--- src/dfw_pkg.sv ---
// Package with register map, field positions and timing constants of the diagnostics block.
package dfw_pkg;
    // Word byte addresses on the Avalon-MM slave.
    localparam logic [4:0] ADDR_SUPPLY_A = 5'h00;
    localparam logic [4:0] ADDR_SUPPLY_B = 5'h04;
    localparam logic [4:0] ADDR_FE_FLAGS = 5'h08;
    localparam logic [4:0] ADDR_FE_CFG_A = 5'h0C;
    localparam logic [4:0] ADDR_FE_CFG_B = 5'h10;
    localparam logic [4:0] ADDR_SENS_LB = 5'h14;
    localparam logic [4:0] ADDR_CONV_LB = 5'h18;
    localparam logic [4:0] ADDR_WD_CTRL = 5'h1C;
    // Second register window: trigger values.
    localparam logic [5:0] ADDR_WD_HIGH = 6'h20;
    localparam logic [5:0] ADDR_WD_LOW = 6'h24;
    // Field positions.
    localparam int SENS_LB_EN_BIT = 0;
    localparam int CONV_CONNECT_BIT = 0;
    localparam int CONV_AMP_EN_BIT = 1;
    localparam int CONV_LB_EN_BIT = 2;
    localparam int WD_EN_BIT = 0;
    localparam int WD_RST_FLAG_BIT = 1;
    localparam int WD_EARLY_BIT = 2;
    // Front-end flag layout: overvoltage on channel inputs, then stage outputs.
    localparam int FE_OV12_LSB = 0;
    localparam int FE_OV3_LSB = 4;
    localparam int FE_OUT_LSB = 6;
    // Reset values.
    localparam logic [15:0] SUPPLY_RST = 16'h0000;
    localparam logic [8:0] FE_RST = 9'h000;
    localparam logic [7:0] TRIG_RST = 8'hFF;
    // Watchdog tick timing.
    localparam int CLK_HZ = 25000000;
    localparam int TICK_MS = 2;
    localparam int TICK_CYCLES = CLK_HZ / 1000 * TICK_MS;
    // Processor reset pulse length in cycles.
    localparam int PROC_RST_CYCLES = 16;
endpackage

--- src/dfw_diag.sv ---
// Diagnostics fault latches, loopback steering and windowed watchdog.
// Functional notes
// - Supply rail faults latch in sixteen flags.
// - Supply flags clear on writing one.
// - System reset clears all fault flags.
// - Channel one/two overvoltage latches own flag.
// - Front-end flags clear on writing zero.
// - Each third-channel input has overvoltage flag.
// - Config bits switch third-channel pull-up diagnostic.
// - Gain output over threshold latches flag.
// - Sensor loopback routes generator to amplifiers.
// - Converter loopback needs three bits set.
// - Converter loopback muxes buffer, stops analog polling.
// - Digital polling continues during converter loopback.
// - Converter output stays driven in loopback.
// - Writing enable bit starts the watchdog.
// - Lower trigger holds window opening time.
// - Timeout equals trigger plus one times 2 ms.
// - Missing service resets the processor.
// - Early service resets the processor.
// - Watchdog reset keeps watchdog enabled.
// - Watchdog reset flag set, cleared by one.
// - Early flag records early-service cause.
// - Processor reset zeroes output, floats pins.
`timescale 1ns/100ps
module dfw_diag #(
    parameter int TICK_CYCLES = dfw_pkg::TICK_CYCLES,
    parameter int GPIO_W = 8
) (
    input wire logic CORE_CLK_I,
    input wire logic RST_B_I,
    input wire logic [4:0] AVS_ADDRESS_I,
    input wire logic AVS_READ_I,
    input wire logic AVS_WRITE_I,
    input wire logic [31:0] AVS_WRITEDATA_I,
    input wire logic [3:0] AVS_BYTEENABLE_I,
    output logic [31:0] AVS_READDATA_O,
    output logic AVS_WAITREQUEST_O,
    input wire logic AVS_HIGH_WIN_I,
    input wire logic [15:0] SUPPLY_FAULT_I,
    input wire logic [3:0] FE_OV12_I,
    input wire logic [1:0] FE_OV3_I,
    input wire logic [2:0] FE_OUT_OVER_I,
    input wire logic [GPIO_W-1:0] GPIO_OUT_I,
    input wire logic [GPIO_W-1:0] GPIO_OE_I,
    output logic [15:0] FE_DIAG_CFG_A_O,
    output logic [15:0] FE_DIAG_CFG_B_O,
    output logic SENSOR_LB_O,
    output logic CONV_LB_O,
    output logic ANALOG_POLL_EN_O,
    output logic DIGITAL_POLL_EN_O,
    output logic CONV_OUT_DRIVE_O,
    output logic CONV_OUT_ZERO_O,
    output logic PROC_RST_O,
    output logic [GPIO_W-1:0] GPIO_OUT_O,
    output logic [GPIO_W-1:0] GPIO_OE_O
);
    // Fault inputs come from analog comparators, so they pass a two-stage synchroniser.
    logic [24:0] raw_s1_ff;
    logic [24:0] raw_s2_ff;
    wire [24:0] raw_in = {FE_OUT_OVER_I, FE_OV3_I, FE_OV12_I, SUPPLY_FAULT_I};
    always_ff @(posedge CORE_CLK_I or negedge RST_B_I) begin
        if (!RST_B_I) begin
            raw_s1_ff <= '0;
            raw_s2_ff <= '0;
        end else begin
            raw_s1_ff <= raw_in;
            raw_s2_ff <= raw_s1_ff;
        end
    end
    wire [15:0] supply_evt = raw_s2_ff[15:0];
    wire [8:0] fe_evt = raw_s2_ff[24:16];

    // Bus decode: one-cycle wait on reads only, so read data come from a flop.
    logic rd_done_ff;
    wire [5:0] full_addr = {AVS_HIGH_WIN_I, AVS_ADDRESS_I};
    wire wr_acc = AVS_WRITE_I;
    wire be_ok = AVS_BYTEENABLE_I[0];
    wire wr_supply_a = wr_acc && be_ok && full_addr == {1'b0, dfw_pkg::ADDR_SUPPLY_A};
    wire wr_supply_b = wr_acc && be_ok && full_addr == {1'b0, dfw_pkg::ADDR_SUPPLY_B};
    wire wr_fe = wr_acc && be_ok && full_addr == {1'b0, dfw_pkg::ADDR_FE_FLAGS};
    wire wr_cfg_a = wr_acc && be_ok && full_addr == {1'b0, dfw_pkg::ADDR_FE_CFG_A};
    wire wr_cfg_b = wr_acc && be_ok && full_addr == {1'b0, dfw_pkg::ADDR_FE_CFG_B};
    wire wr_sens = wr_acc && be_ok && full_addr == {1'b0, dfw_pkg::ADDR_SENS_LB};
    wire wr_conv = wr_acc && be_ok && full_addr == {1'b0, dfw_pkg::ADDR_CONV_LB};
    wire wr_wd = wr_acc && be_ok && full_addr == {1'b0, dfw_pkg::ADDR_WD_CTRL};
    wire wr_high = wr_acc && be_ok && full_addr == dfw_pkg::ADDR_WD_HIGH;
    wire wr_low = wr_acc && be_ok && full_addr == dfw_pkg::ADDR_WD_LOW;
    assign AVS_WAITREQUEST_O = AVS_READ_I && !rd_done_ff;

    // Registers that a watchdog reset returns to defaults use a combined reset.
    logic proc_rst_ff;
    logic [15:0] supply_a_ff;
    logic [15:0] supply_b_ff;
    logic [8:0] fe_flags_ff;
    logic [15:0] cfg_a_ff;
    logic [15:0] cfg_b_ff;
    logic sens_lb_ff;
    logic [2:0] conv_lb_ff;

    // Set wins over clear: a fault arriving with the clear write stays latched.
    wire [15:0] clr_a = wr_supply_a ? AVS_WRITEDATA_I[15:0] : 16'h0000;
    wire [15:0] clr_b = wr_supply_b ? AVS_WRITEDATA_I[15:0] : 16'h0000;
    wire [15:0] nxt_supply_a = {8'h00, (supply_a_ff[7:0] & ~clr_a[7:0]) | supply_evt[7:0]};
    wire [15:0] nxt_supply_b = {8'h00, (supply_b_ff[7:0] & ~clr_b[7:0]) | supply_evt[15:8]};
    wire [8:0] fe_keep = wr_fe ? AVS_WRITEDATA_I[8:0] : 9'h1FF;
    wire [8:0] nxt_fe_flags = (fe_flags_ff & fe_keep) | fe_evt;

    // Flag and control registers; system reset and watchdog reset both clear them.
    always_ff @(posedge CORE_CLK_I or negedge RST_B_I) begin
        if (!RST_B_I) begin
            supply_a_ff <= dfw_pkg::SUPPLY_RST;
            supply_b_ff <= dfw_pkg::SUPPLY_RST;
            fe_flags_ff <= dfw_pkg::FE_RST;
            cfg_a_ff <= 16'h0000;
            cfg_b_ff <= 16'h0000;
            sens_lb_ff <= 1'b0;
            conv_lb_ff <= 3'h0;
        end else if (proc_rst_ff) begin
            supply_a_ff <= dfw_pkg::SUPPLY_RST;
            supply_b_ff <= dfw_pkg::SUPPLY_RST;
            fe_flags_ff <= dfw_pkg::FE_RST;
            cfg_a_ff <= 16'h0000;
            cfg_b_ff <= 16'h0000;
            sens_lb_ff <= 1'b0;
            conv_lb_ff <= 3'h0;
        end else begin
            supply_a_ff <= nxt_supply_a;
            supply_b_ff <= nxt_supply_b;
            fe_flags_ff <= nxt_fe_flags;
            if (wr_cfg_a) cfg_a_ff <= AVS_WRITEDATA_I[15:0];
            if (wr_cfg_b) cfg_b_ff <= AVS_WRITEDATA_I[15:0];
            if (wr_sens) sens_lb_ff <= AVS_WRITEDATA_I[dfw_pkg::SENS_LB_EN_BIT];
            if (wr_conv) conv_lb_ff <= AVS_WRITEDATA_I[2:0];
        end
    end

    // Loopback steering to the analog signal chain.
    wire conv_lb_active = conv_lb_ff[dfw_pkg::CONV_CONNECT_BIT]
        && conv_lb_ff[dfw_pkg::CONV_AMP_EN_BIT]
        && conv_lb_ff[dfw_pkg::CONV_LB_EN_BIT];
    assign SENSOR_LB_O = sens_lb_ff;
    assign CONV_LB_O = conv_lb_active;
    assign ANALOG_POLL_EN_O = !conv_lb_active;
    assign DIGITAL_POLL_EN_O = 1'b1;
    // The converter stays driven in every mode except while the processor is held.
    assign CONV_OUT_DRIVE_O = !proc_rst_ff;
    assign FE_DIAG_CFG_A_O = cfg_a_ff;
    assign FE_DIAG_CFG_B_O = cfg_b_ff;

    // Watchdog state survives its own reset of the processor; only system reset clears it.
    typedef enum logic [1:0] {WD_OFF, WD_RUN} dfw_wd_state_t;
    dfw_wd_state_t wd_state_ff;
    logic [7:0] trig_high_ff;
    logic [7:0] trig_low_ff;
    logic [$clog2(TICK_CYCLES)-1:0] div_ff;
    logic [8:0] ticks_ff;
    logic wd_rst_flag_ff;
    logic early_flag_ff;
    logic [4:0] rst_cnt_ff;

    // Tick divider yields one pulse every 2 ms of core clock.
    wire restart = (wd_state_ff == WD_OFF && wr_wd && AVS_WRITEDATA_I[dfw_pkg::WD_EN_BIT])
        || (wd_state_ff == WD_RUN && wr_high && !proc_rst_ff);
    wire tick = div_ff == ($clog2(TICK_CYCLES))'(TICK_CYCLES - 1);
    // Timeout (trigger + 1) * 2 ms: compare elapsed ticks to trigger + 1.
    wire [8:0] low_lim = {1'b0, trig_low_ff} + 9'h001;
    wire [8:0] high_lim = {1'b0, trig_high_ff} + 9'h001;
    wire late_fire = wd_state_ff == WD_RUN && !proc_rst_ff && ticks_ff >= high_lim;
    wire early_fire = wd_state_ff == WD_RUN && !proc_rst_ff && wr_high
        && ticks_ff < low_lim;
    wire fire = late_fire || early_fire;
    wire flag_clr = wr_wd && AVS_WRITEDATA_I[dfw_pkg::WD_RST_FLAG_BIT];

    always_ff @(posedge CORE_CLK_I or negedge RST_B_I) begin
        if (!RST_B_I) begin
            div_ff <= '0;
            ticks_ff <= 9'h000;
        end else if (restart || fire) begin
            div_ff <= '0;
            ticks_ff <= 9'h000;
        end else if (tick) begin
            div_ff <= '0;
            ticks_ff <= (ticks_ff == 9'h1FF) ? ticks_ff : ticks_ff + 9'h001;
        end else begin
            div_ff <= div_ff + 1'b1;
        end
    end

    // Enable, triggers and cause flags.
    always_ff @(posedge CORE_CLK_I or negedge RST_B_I) begin
        if (!RST_B_I) begin
            wd_state_ff <= WD_OFF;
            trig_high_ff <= dfw_pkg::TRIG_RST;
            trig_low_ff <= 8'h00;
            wd_rst_flag_ff <= 1'b0;
            early_flag_ff <= 1'b0;
        end else begin
            if (wr_wd && AVS_WRITEDATA_I[dfw_pkg::WD_EN_BIT]) wd_state_ff <= WD_RUN;
            if (wr_high && !proc_rst_ff) trig_high_ff <= AVS_WRITEDATA_I[7:0];
            if (wr_low && !proc_rst_ff) trig_low_ff <= AVS_WRITEDATA_I[7:0];
            if (fire) begin
                wd_rst_flag_ff <= 1'b1;
                early_flag_ff <= early_fire;
            end else if (flag_clr) begin
                wd_rst_flag_ff <= 1'b0;
            end
        end
    end

    // Processor reset pulse of fixed length after any watchdog event.
    always_ff @(posedge CORE_CLK_I or negedge RST_B_I) begin
        if (!RST_B_I) begin
            rst_cnt_ff <= 5'h00;
            proc_rst_ff <= 1'b0;
        end else if (fire) begin
            rst_cnt_ff <= 5'(dfw_pkg::PROC_RST_CYCLES);
            proc_rst_ff <= 1'b1;
        end else if (rst_cnt_ff != 5'h00) begin
            rst_cnt_ff <= rst_cnt_ff - 5'h01;
            proc_rst_ff <= rst_cnt_ff != 5'h01;
        end
    end
    assign PROC_RST_O = proc_rst_ff;
    // During processor reset the output goes to 0 V and every pin floats.
    assign CONV_OUT_ZERO_O = proc_rst_ff || !RST_B_I;
    assign GPIO_OE_O = proc_rst_ff ? '0 : GPIO_OE_I;
    assign GPIO_OUT_O = proc_rst_ff ? '0 : GPIO_OUT_I;

    // Read mux; unmapped addresses read zero.
    logic [31:0] rdata;
    always_comb begin
        rdata = 32'h0000_0000;
        case (full_addr)
            {1'b0, dfw_pkg::ADDR_SUPPLY_A}: rdata = {16'h0000, supply_a_ff};
            {1'b0, dfw_pkg::ADDR_SUPPLY_B}: rdata = {16'h0000, supply_b_ff};
            {1'b0, dfw_pkg::ADDR_FE_FLAGS}: rdata = {23'h0, fe_flags_ff};
            {1'b0, dfw_pkg::ADDR_FE_CFG_A}: rdata = {16'h0000, cfg_a_ff};
            {1'b0, dfw_pkg::ADDR_FE_CFG_B}: rdata = {16'h0000, cfg_b_ff};
            {1'b0, dfw_pkg::ADDR_SENS_LB}: rdata = {31'h0, sens_lb_ff};
            {1'b0, dfw_pkg::ADDR_CONV_LB}: rdata = {29'h0, conv_lb_ff};
            {1'b0, dfw_pkg::ADDR_WD_CTRL}: rdata = {29'h0, early_flag_ff, wd_rst_flag_ff,
                wd_state_ff == WD_RUN};
            dfw_pkg::ADDR_WD_HIGH: rdata = {24'h0, trig_high_ff};
            dfw_pkg::ADDR_WD_LOW: rdata = {24'h0, trig_low_ff};
            default: rdata = 32'h0000_0000;
        endcase
    end
    always_ff @(posedge CORE_CLK_I or negedge RST_B_I) begin
        if (!RST_B_I) begin
            rd_done_ff <= 1'b0;
            AVS_READDATA_O <= 32'h0000_0000;
        end else begin
            rd_done_ff <= AVS_READ_I && !rd_done_ff;
            if (AVS_READ_I && !rd_done_ff) AVS_READDATA_O <= rdata;
        end
    end

    // Checks next to the logic they guard.
    a_supply_latch: assert property (@(posedge CORE_CLK_I) disable iff (!RST_B_I)
        supply_evt[0] && !proc_rst_ff |=> supply_a_ff[0]) else $error("supply flag lost");
    a_supply_w1c: assert property (@(posedge CORE_CLK_I) disable iff (!RST_B_I)
        !wr_supply_a && !proc_rst_ff |=> supply_a_ff[0] >= $past(supply_a_ff[0]))
        else $error("supply flag cleared without write");
    a_fe_w0c: assert property (@(posedge CORE_CLK_I) disable iff (!RST_B_I)
        wr_fe && !AVS_WRITEDATA_I[0] && !fe_evt[0] && !proc_rst_ff |=> !fe_flags_ff[0])
        else $error("front-end flag not cleared");
    a_conv_lb: assert property (@(posedge CORE_CLK_I) disable iff (!RST_B_I)
        CONV_LB_O == (conv_lb_ff == 3'h7)) else $error("converter loopback decode");
    a_late_reset: assert property (@(posedge CORE_CLK_I) disable iff (!RST_B_I)
        late_fire |=> PROC_RST_O [*8]) else $error("late reset too short");
    a_early_cause: assert property (@(posedge CORE_CLK_I) disable iff (!RST_B_I)
        early_fire |=> early_flag_ff && wd_rst_flag_ff) else $error("early cause missing");
    a_wd_stays_on: assert property (@(posedge CORE_CLK_I) disable iff (!RST_B_I)
        fire |-> ##[1:20] (wd_state_ff == WD_RUN && !proc_rst_ff)) else $error("wd lost");
    a_pins_float: assert property (@(posedge CORE_CLK_I) disable iff (!RST_B_I)
        proc_rst_ff |-> GPIO_OE_O == '0 && CONV_OUT_ZERO_O) else $error("pins driven in reset");
    c_late: cover property (@(posedge CORE_CLK_I) disable iff (!RST_B_I) late_fire);
    c_early: cover property (@(posedge CORE_CLK_I) disable iff (!RST_B_I) early_fire);
    c_conv_lb: cover property (@(posedge CORE_CLK_I) disable iff (!RST_B_I) conv_lb_active);
    c_service: cover property (@(posedge CORE_CLK_I) disable iff (!RST_B_I)
        restart && wd_state_ff == WD_RUN && !fire);
    c_flag_clear: cover property (@(posedge CORE_CLK_I) disable iff (!RST_B_I) flag_clr);

    // Cycles since the window opened, kept only to cross-check the tick arithmetic.
    // It saturates rather than wraps, so a long idle spell cannot fake a match.
    logic [31:0] win_cyc_ff;
    always_ff @(posedge CORE_CLK_I or negedge RST_B_I) begin
        if (!RST_B_I) begin
            win_cyc_ff <= 32'h0000_0000;
        end else if (restart || fire) begin
            win_cyc_ff <= 32'h0000_0000;
        end else if (win_cyc_ff != 32'hFFFF_FFFF) begin
            win_cyc_ff <= win_cyc_ff + 32'h0000_0001;
        end
    end

    // Flag checks; one bit of each group stands for the rest of it.
    a_supply_clear: assert property (@(posedge CORE_CLK_I) disable iff (!RST_B_I)
        wr_supply_a && AVS_WRITEDATA_I[0] && !supply_evt[0] && !proc_rst_ff |=> !supply_a_ff[0])
        else $error("supply flag not cleared");
    a_sys_clear: assert property (@(posedge CORE_CLK_I)
        $rose(RST_B_I) |-> supply_a_ff == dfw_pkg::SUPPLY_RST
        && supply_b_ff == dfw_pkg::SUPPLY_RST && fe_flags_ff == dfw_pkg::FE_RST)
        else $error("flags not cleared by reset");
    a_fe_ov12: assert property (@(posedge CORE_CLK_I) disable iff (!RST_B_I)
        fe_evt[0] && !proc_rst_ff |=> fe_flags_ff[0])
        else $error("overvoltage flag lost");
    a_fe_hold: assert property (@(posedge CORE_CLK_I) disable iff (!RST_B_I)
        fe_flags_ff[2] && (!wr_fe || AVS_WRITEDATA_I[2]) && !proc_rst_ff |=> fe_flags_ff[2])
        else $error("front-end flag dropped");
    a_fe_ov3: assert property (@(posedge CORE_CLK_I) disable iff (!RST_B_I)
        fe_evt[5] && !proc_rst_ff |=> fe_flags_ff[5])
        else $error("third channel flag lost");
    a_fe_out: assert property (@(posedge CORE_CLK_I) disable iff (!RST_B_I)
        fe_evt[8] && !proc_rst_ff |=> fe_flags_ff[8])
        else $error("stage output flag lost");

    // Steering checks.
    a_cfg_write: assert property (@(posedge CORE_CLK_I) disable iff (!RST_B_I)
        wr_cfg_a && !proc_rst_ff |=> FE_DIAG_CFG_A_O == $past(AVS_WRITEDATA_I[15:0]))
        else $error("config write lost");
    a_sens_lb: assert property (@(posedge CORE_CLK_I) disable iff (!RST_B_I)
        wr_sens && !proc_rst_ff |=> SENSOR_LB_O == $past(AVS_WRITEDATA_I[0]))
        else $error("sensor loopback write lost");
    a_poll_split: assert property (@(posedge CORE_CLK_I) disable iff (!RST_B_I)
        CONV_LB_O |-> !ANALOG_POLL_EN_O && DIGITAL_POLL_EN_O)
        else $error("polling during loopback");
    a_conv_drive: assert property (@(posedge CORE_CLK_I) disable iff (!RST_B_I)
        !proc_rst_ff |-> CONV_OUT_DRIVE_O)
        else $error("converter output not driven");

    // Watchdog checks; the two timing checks compare against the independent cycle count.
    a_wd_enable: assert property (@(posedge CORE_CLK_I) disable iff (!RST_B_I)
        wr_wd && AVS_WRITEDATA_I[dfw_pkg::WD_EN_BIT] |=> wd_state_ff == WD_RUN)
        else $error("watchdog not enabled");
    a_late_time: assert property (@(posedge CORE_CLK_I) disable iff (!RST_B_I)
        late_fire |-> win_cyc_ff == 32'(high_lim) * 32'(TICK_CYCLES))
        else $error("late limit timing");
    a_early_time: assert property (@(posedge CORE_CLK_I) disable iff (!RST_B_I)
        early_fire |-> win_cyc_ff < 32'(low_lim) * 32'(TICK_CYCLES))
        else $error("early limit timing");
    a_early_reset: assert property (@(posedge CORE_CLK_I) disable iff (!RST_B_I)
        early_fire |=> PROC_RST_O)
        else $error("early service not reset");
    a_flag_clear: assert property (@(posedge CORE_CLK_I) disable iff (!RST_B_I)
        flag_clr && !fire |=> !wd_rst_flag_ff)
        else $error("reset flag not cleared");
    a_window_restart: assert property (@(posedge CORE_CLK_I) disable iff (!RST_B_I)
        restart |=> ticks_ff == 9'h000 && div_ff == '0)
        else $error("window not restarted");
endmodule

--- config.mk ---
export PLATFORM = sky130hd
export DESIGN_NAME = dfw_diag
export DESIGN_NICKNAME = d
export VERILOG_FILES = /design/src/dfw_pkg.sv /design/src/dfw_diag.sv
export SDC_FILE = /design/constraint.sdc
export NUM_CORES = 1
export LEC_CHECK = 0
export BUFFER_PORTS_ARGS = -buffer_cell sky130_fd_sc_hd__buf_2
export CORE_MARGIN = 1.5
export CORE_UTILIZATION = 30
export CTS_CLUSTER_SIZE = 25
export DETAILED_ROUTE_END_ITERATION = 8
export SYNTH_ARGS = -nofsm -noshare
export SYNTH_HDL_FRONTEND = slang
export SYNTH_SLANG_ARGS = --single-unit
--- constraint.sdc ---
create_clock -name CORE_CLK_I -period 3.5 [get_ports CORE_CLK_I]
set_input_delay 0.175 -clock CORE_CLK_I [delete_from_list [all_inputs] [get_ports CORE_CLK_I]]
set_output_delay 0.175 -clock CORE_CLK_I [all_outputs]
set_load 0.05 [all_outputs]
==> flow_metrics.py <==
metrics = {
    "synthesis": {
        "synthArstFlopShare_pct": 100,
        "synth_edf_count": 0,
        "ys_seq_elements": 178,
        "syn_inst": 776,
        "yosys.area.top_type": "dfrtp_1",
        "yosys_warnings": 0,
        "synth_top_area_share_pct": 52.6,
        "mappedNetlistArea_um2": 8090,
        "synth.avg_cell_area_um2": 10.4,
        "synth.distinct_cells": 58,
        "ys_seq_area_share_pct": 55.2,
        "synth_flop_cell": "dfrtp_1",
        "synthTopCellsByArea": "dfrtp_1, nand2_1, a21oi_1, ha_1, dfstp_2",
    },
    "floorplan": {
        "die_x_um": 167,
        "ios": 175,
        "die-height_um": 167,
        "dieArea_um2": 27900,
        "start_util_pct": 30.8,
        "rows": 59,
        "core-area_um2": 26300,
    },
    "clock_tree": {
        "clk_latency_ns": 0.44,
        "cts-root-buf": "clkbuf_16",
        "cts.reportedPaths.clkPinSlew_ns": 0.08,
        "cts_tree": "done",
        "post_cts_buffers": 0,
        "ctsResizeCount": 0,
        "h-tree-depth": 4,
        "cts_made_buffers": 17,
        "cts_max_path_buffers": 2,
        "hold_buffers": 34,
        "cts_sinks": 178,
    },
    "cells_and_area": {
        "fin_area_um2": 10100,
        "filler_cell_count": 2653,
        "drive_gt1_share_pct": 23.0,
        "final_cells": 1291,
        "final_nets": 1054,
        "area_delta_synth_final_pct": 24.6,
        "fin_util_pct": 38.3,
    },
    "route": {
        "drtPass1Iterations": 6,
        "ant_nets": 0,
        "vias": 6402,
        "wl_per_cell_um": 16.9,
        "route.detailed.drc": 0,
        "vias_per_cell": 4.96,
        "wl_um": 21800,
        "dr.first_iter.drc_count": 316,
    },
    "timing": {
        "tightest_slew_ns": 0.944,
        "tns_ns": 0,
        "min_period_ns": 2.88,
        "hold_viol": 0,
        "setup_viol": 0,
        "max_freq_ghz": 0.347,
        "fin_ws_ns": 0.616,
        "drv_slew": 0,
        "finalCritPeriodShare_pct": 82.4,
        "rsz0062_at_grt": "no",
        "skew_ns": 0.0116,
        "slew_headroom_pct": 37.1,
    },
    "setup_path": {
        "cp.depth": 10,
        "crit_type": "register to register",
        "worstPathBufferInverterCount": 1,
        "crit_chain": "ha_1 > nand3_1 > nor2_1 > xnor2_1 > ha_1 > o2111ai_1 > o21ai_0 > a41o_1 > buf_4 > nor4_1",
        "cpPeakStageDelay_ns": 0.60,
        "crit_family": "compound AO/OA/AOI/OAI gates",
        "crit_path_start_kind": "register",
        "critPathCaptureType": "register",
        "cp.required_ns": 3.80,
        "crit_top_cell": "ha_1",
        "crit_arrival_ns": 3.19,
        "crit_slowest_cell": "dfstp_2",
        "rr_worst_depth": 10,
        "cp_max_fo": 21,
    },
    "placed_design": {
        "gp_routability_congestion": 0.850,
        "port_buffers": 138,
        "post-place-ws_ns": 0.605,
        "dp_cells": 1224,
        "dpl_cell_area_um2": 9090,
        "dpl.hpwl_um": 15100,
    },
    "grt": {
        "antenna_found_initial": 1,
        "grt_pass1_wl_um": 35100,
        "grt_use_total_pct": 16.1,
        "grt_start_max_net_pins": 102,
        "grt_pass1_vias": 6408,
        "overflow": 0,
    },
    "status": {
        "status": "complete, no violations",
    },
    "worst_hold_path": {
        "hold_path.class": "input port to register",
        "min_path_cells": 3,
    },
    "power": {
        "powerDensity_nw_per_um2": 544,
        "leakage_uw": 0.00453,
        "ir_drop_uv": 367,
    },
    "run": {
        "maxCapViolations": 0,
    },
}
[cells by family (layout without fill, tap and decap cells)]
kind of cell,Yosys count,in the layout,share of synthesized area [%]
buffers and inverters,75,239,4.47
AND/OR/NAND/NOR,298,298,18.3
flip-flops,178,178,55.2
AO/OA/AOI/OAI,139,139,11.0
multiplexers,24,24,3.36
XOR/XNOR,35,35,3.79
other,2,18,0.0929
adder cells (fa/ha/maj),25,25,3.87
[placed cells by master (no fill, tap or decap), types with 20 or more instances in the layout]
master,n
nand2_1,119
nor2_1,46
nor3_1,32
xnor2_1,20
dfrtp_1,169
nand3_1,21
a21oi_1,66
dlygate4sd3_1,34
inv_1,22
buf_2,137
ha_1,25
[registers in the layout, indices dropped and copies added (netlist names)]
name	flops
AVS_READDATA_O	16
FE_DIAG_CFG_A_O	16
FE_DIAG_CFG_B_O	16
PROC_RST_O	1
SENSOR_LB_O	1
conv_lb_ff	3
div_ff	16
early_flag_ff	1
fe_flags_ff	9
raw_s1_ff	25
raw_s2_ff	25
rd_done_ff	1
rst_cnt_ff	5
supply_a_ff	8
supply_b_ff	8
ticks_ff	9
trig_high_ff	8
trig_low_ff	8
wd_rst_flag_ff	1
wd_state_ff	1
[worst paths after layout]
path                               startpoint                 end  slack [ns]
min                        AVS_WRITEDATA_I[3]  FE_DIAG_CFG_B_O[3]        0.08
min in group asynchronous             RST_B_I       rst_cnt_ff[1]        0.40
max in group asynchronous             RST_B_I      supply_b_ff[4]        2.17
min reg2reg                     raw_s1_ff[20]       raw_s2_ff[20]        0.35
max reg2reg                   trig_high_ff[1]           div_ff[3]        0.62
max                           trig_high_ff[1]           div_ff[3]        0.62
[layout make-up]
type,instances,area [µm²],area share (%)
antenna,1,2.50,0.0248
clock buffer,17,425,4.22
clock inverter,15,214,2.12
inverter,22,82.6,0.820
multi-input combinational,538,3320,32.9
sequential,178,4470,44.3
tap,335,419,4.16
timing repair buffer,185,1150,11.4
[per-stage QoR]
step                      hold slack [ns]  power, µW
after floorplan                    -0.121       3210
after global placement              0.283       3500
after detailed placement            0.284       3520
after CTS                          0.0659       5530
after global routing               0.0964       5780
final                              0.0816       5480
[Yosys cell counts, types with 15 or more instances]
library cell,n
a21oi_1,66
a22oi_1,17
buf_4,18
clkbuf_1,24
dfrtp_1,170
ha_1,25
inv_1,22
nand2_1,119
nand3_1,21
nor2_1,46
nor2b_1,17
nor3_1,32
o21ai_0,15
xnor2_1,20
xor2_1,15
[metal layers]
layer	wire length (µm)	global-route usage, %
met5	0	0
met4	662	7.64
met3	949	2.41
met2	10400	25.8
met1	9760	21.5
[worst reg2reg max path: stages (launching register included)]
cell       delay, ns
dfstp_2         0.60
ha_1            0.20
nand3_1         0.12
nor2_1          0.19
xnor2_1         0.09
ha_1            0.29
o2111ai_1       0.10
o21ai_0         0.21
a41o_1          0.51
buf_4           0.35
nor4_1          0.09
[report_power, final]
| part | internal [µW] | switching, µW |
|---|---|---|
| Sequential | 2260 | 224 |
| Clock | 996 | 983 |
| Combinational | 393 | 621 |
| Total | 3650 | 1830 |
(Power assumes the default switching activity.)
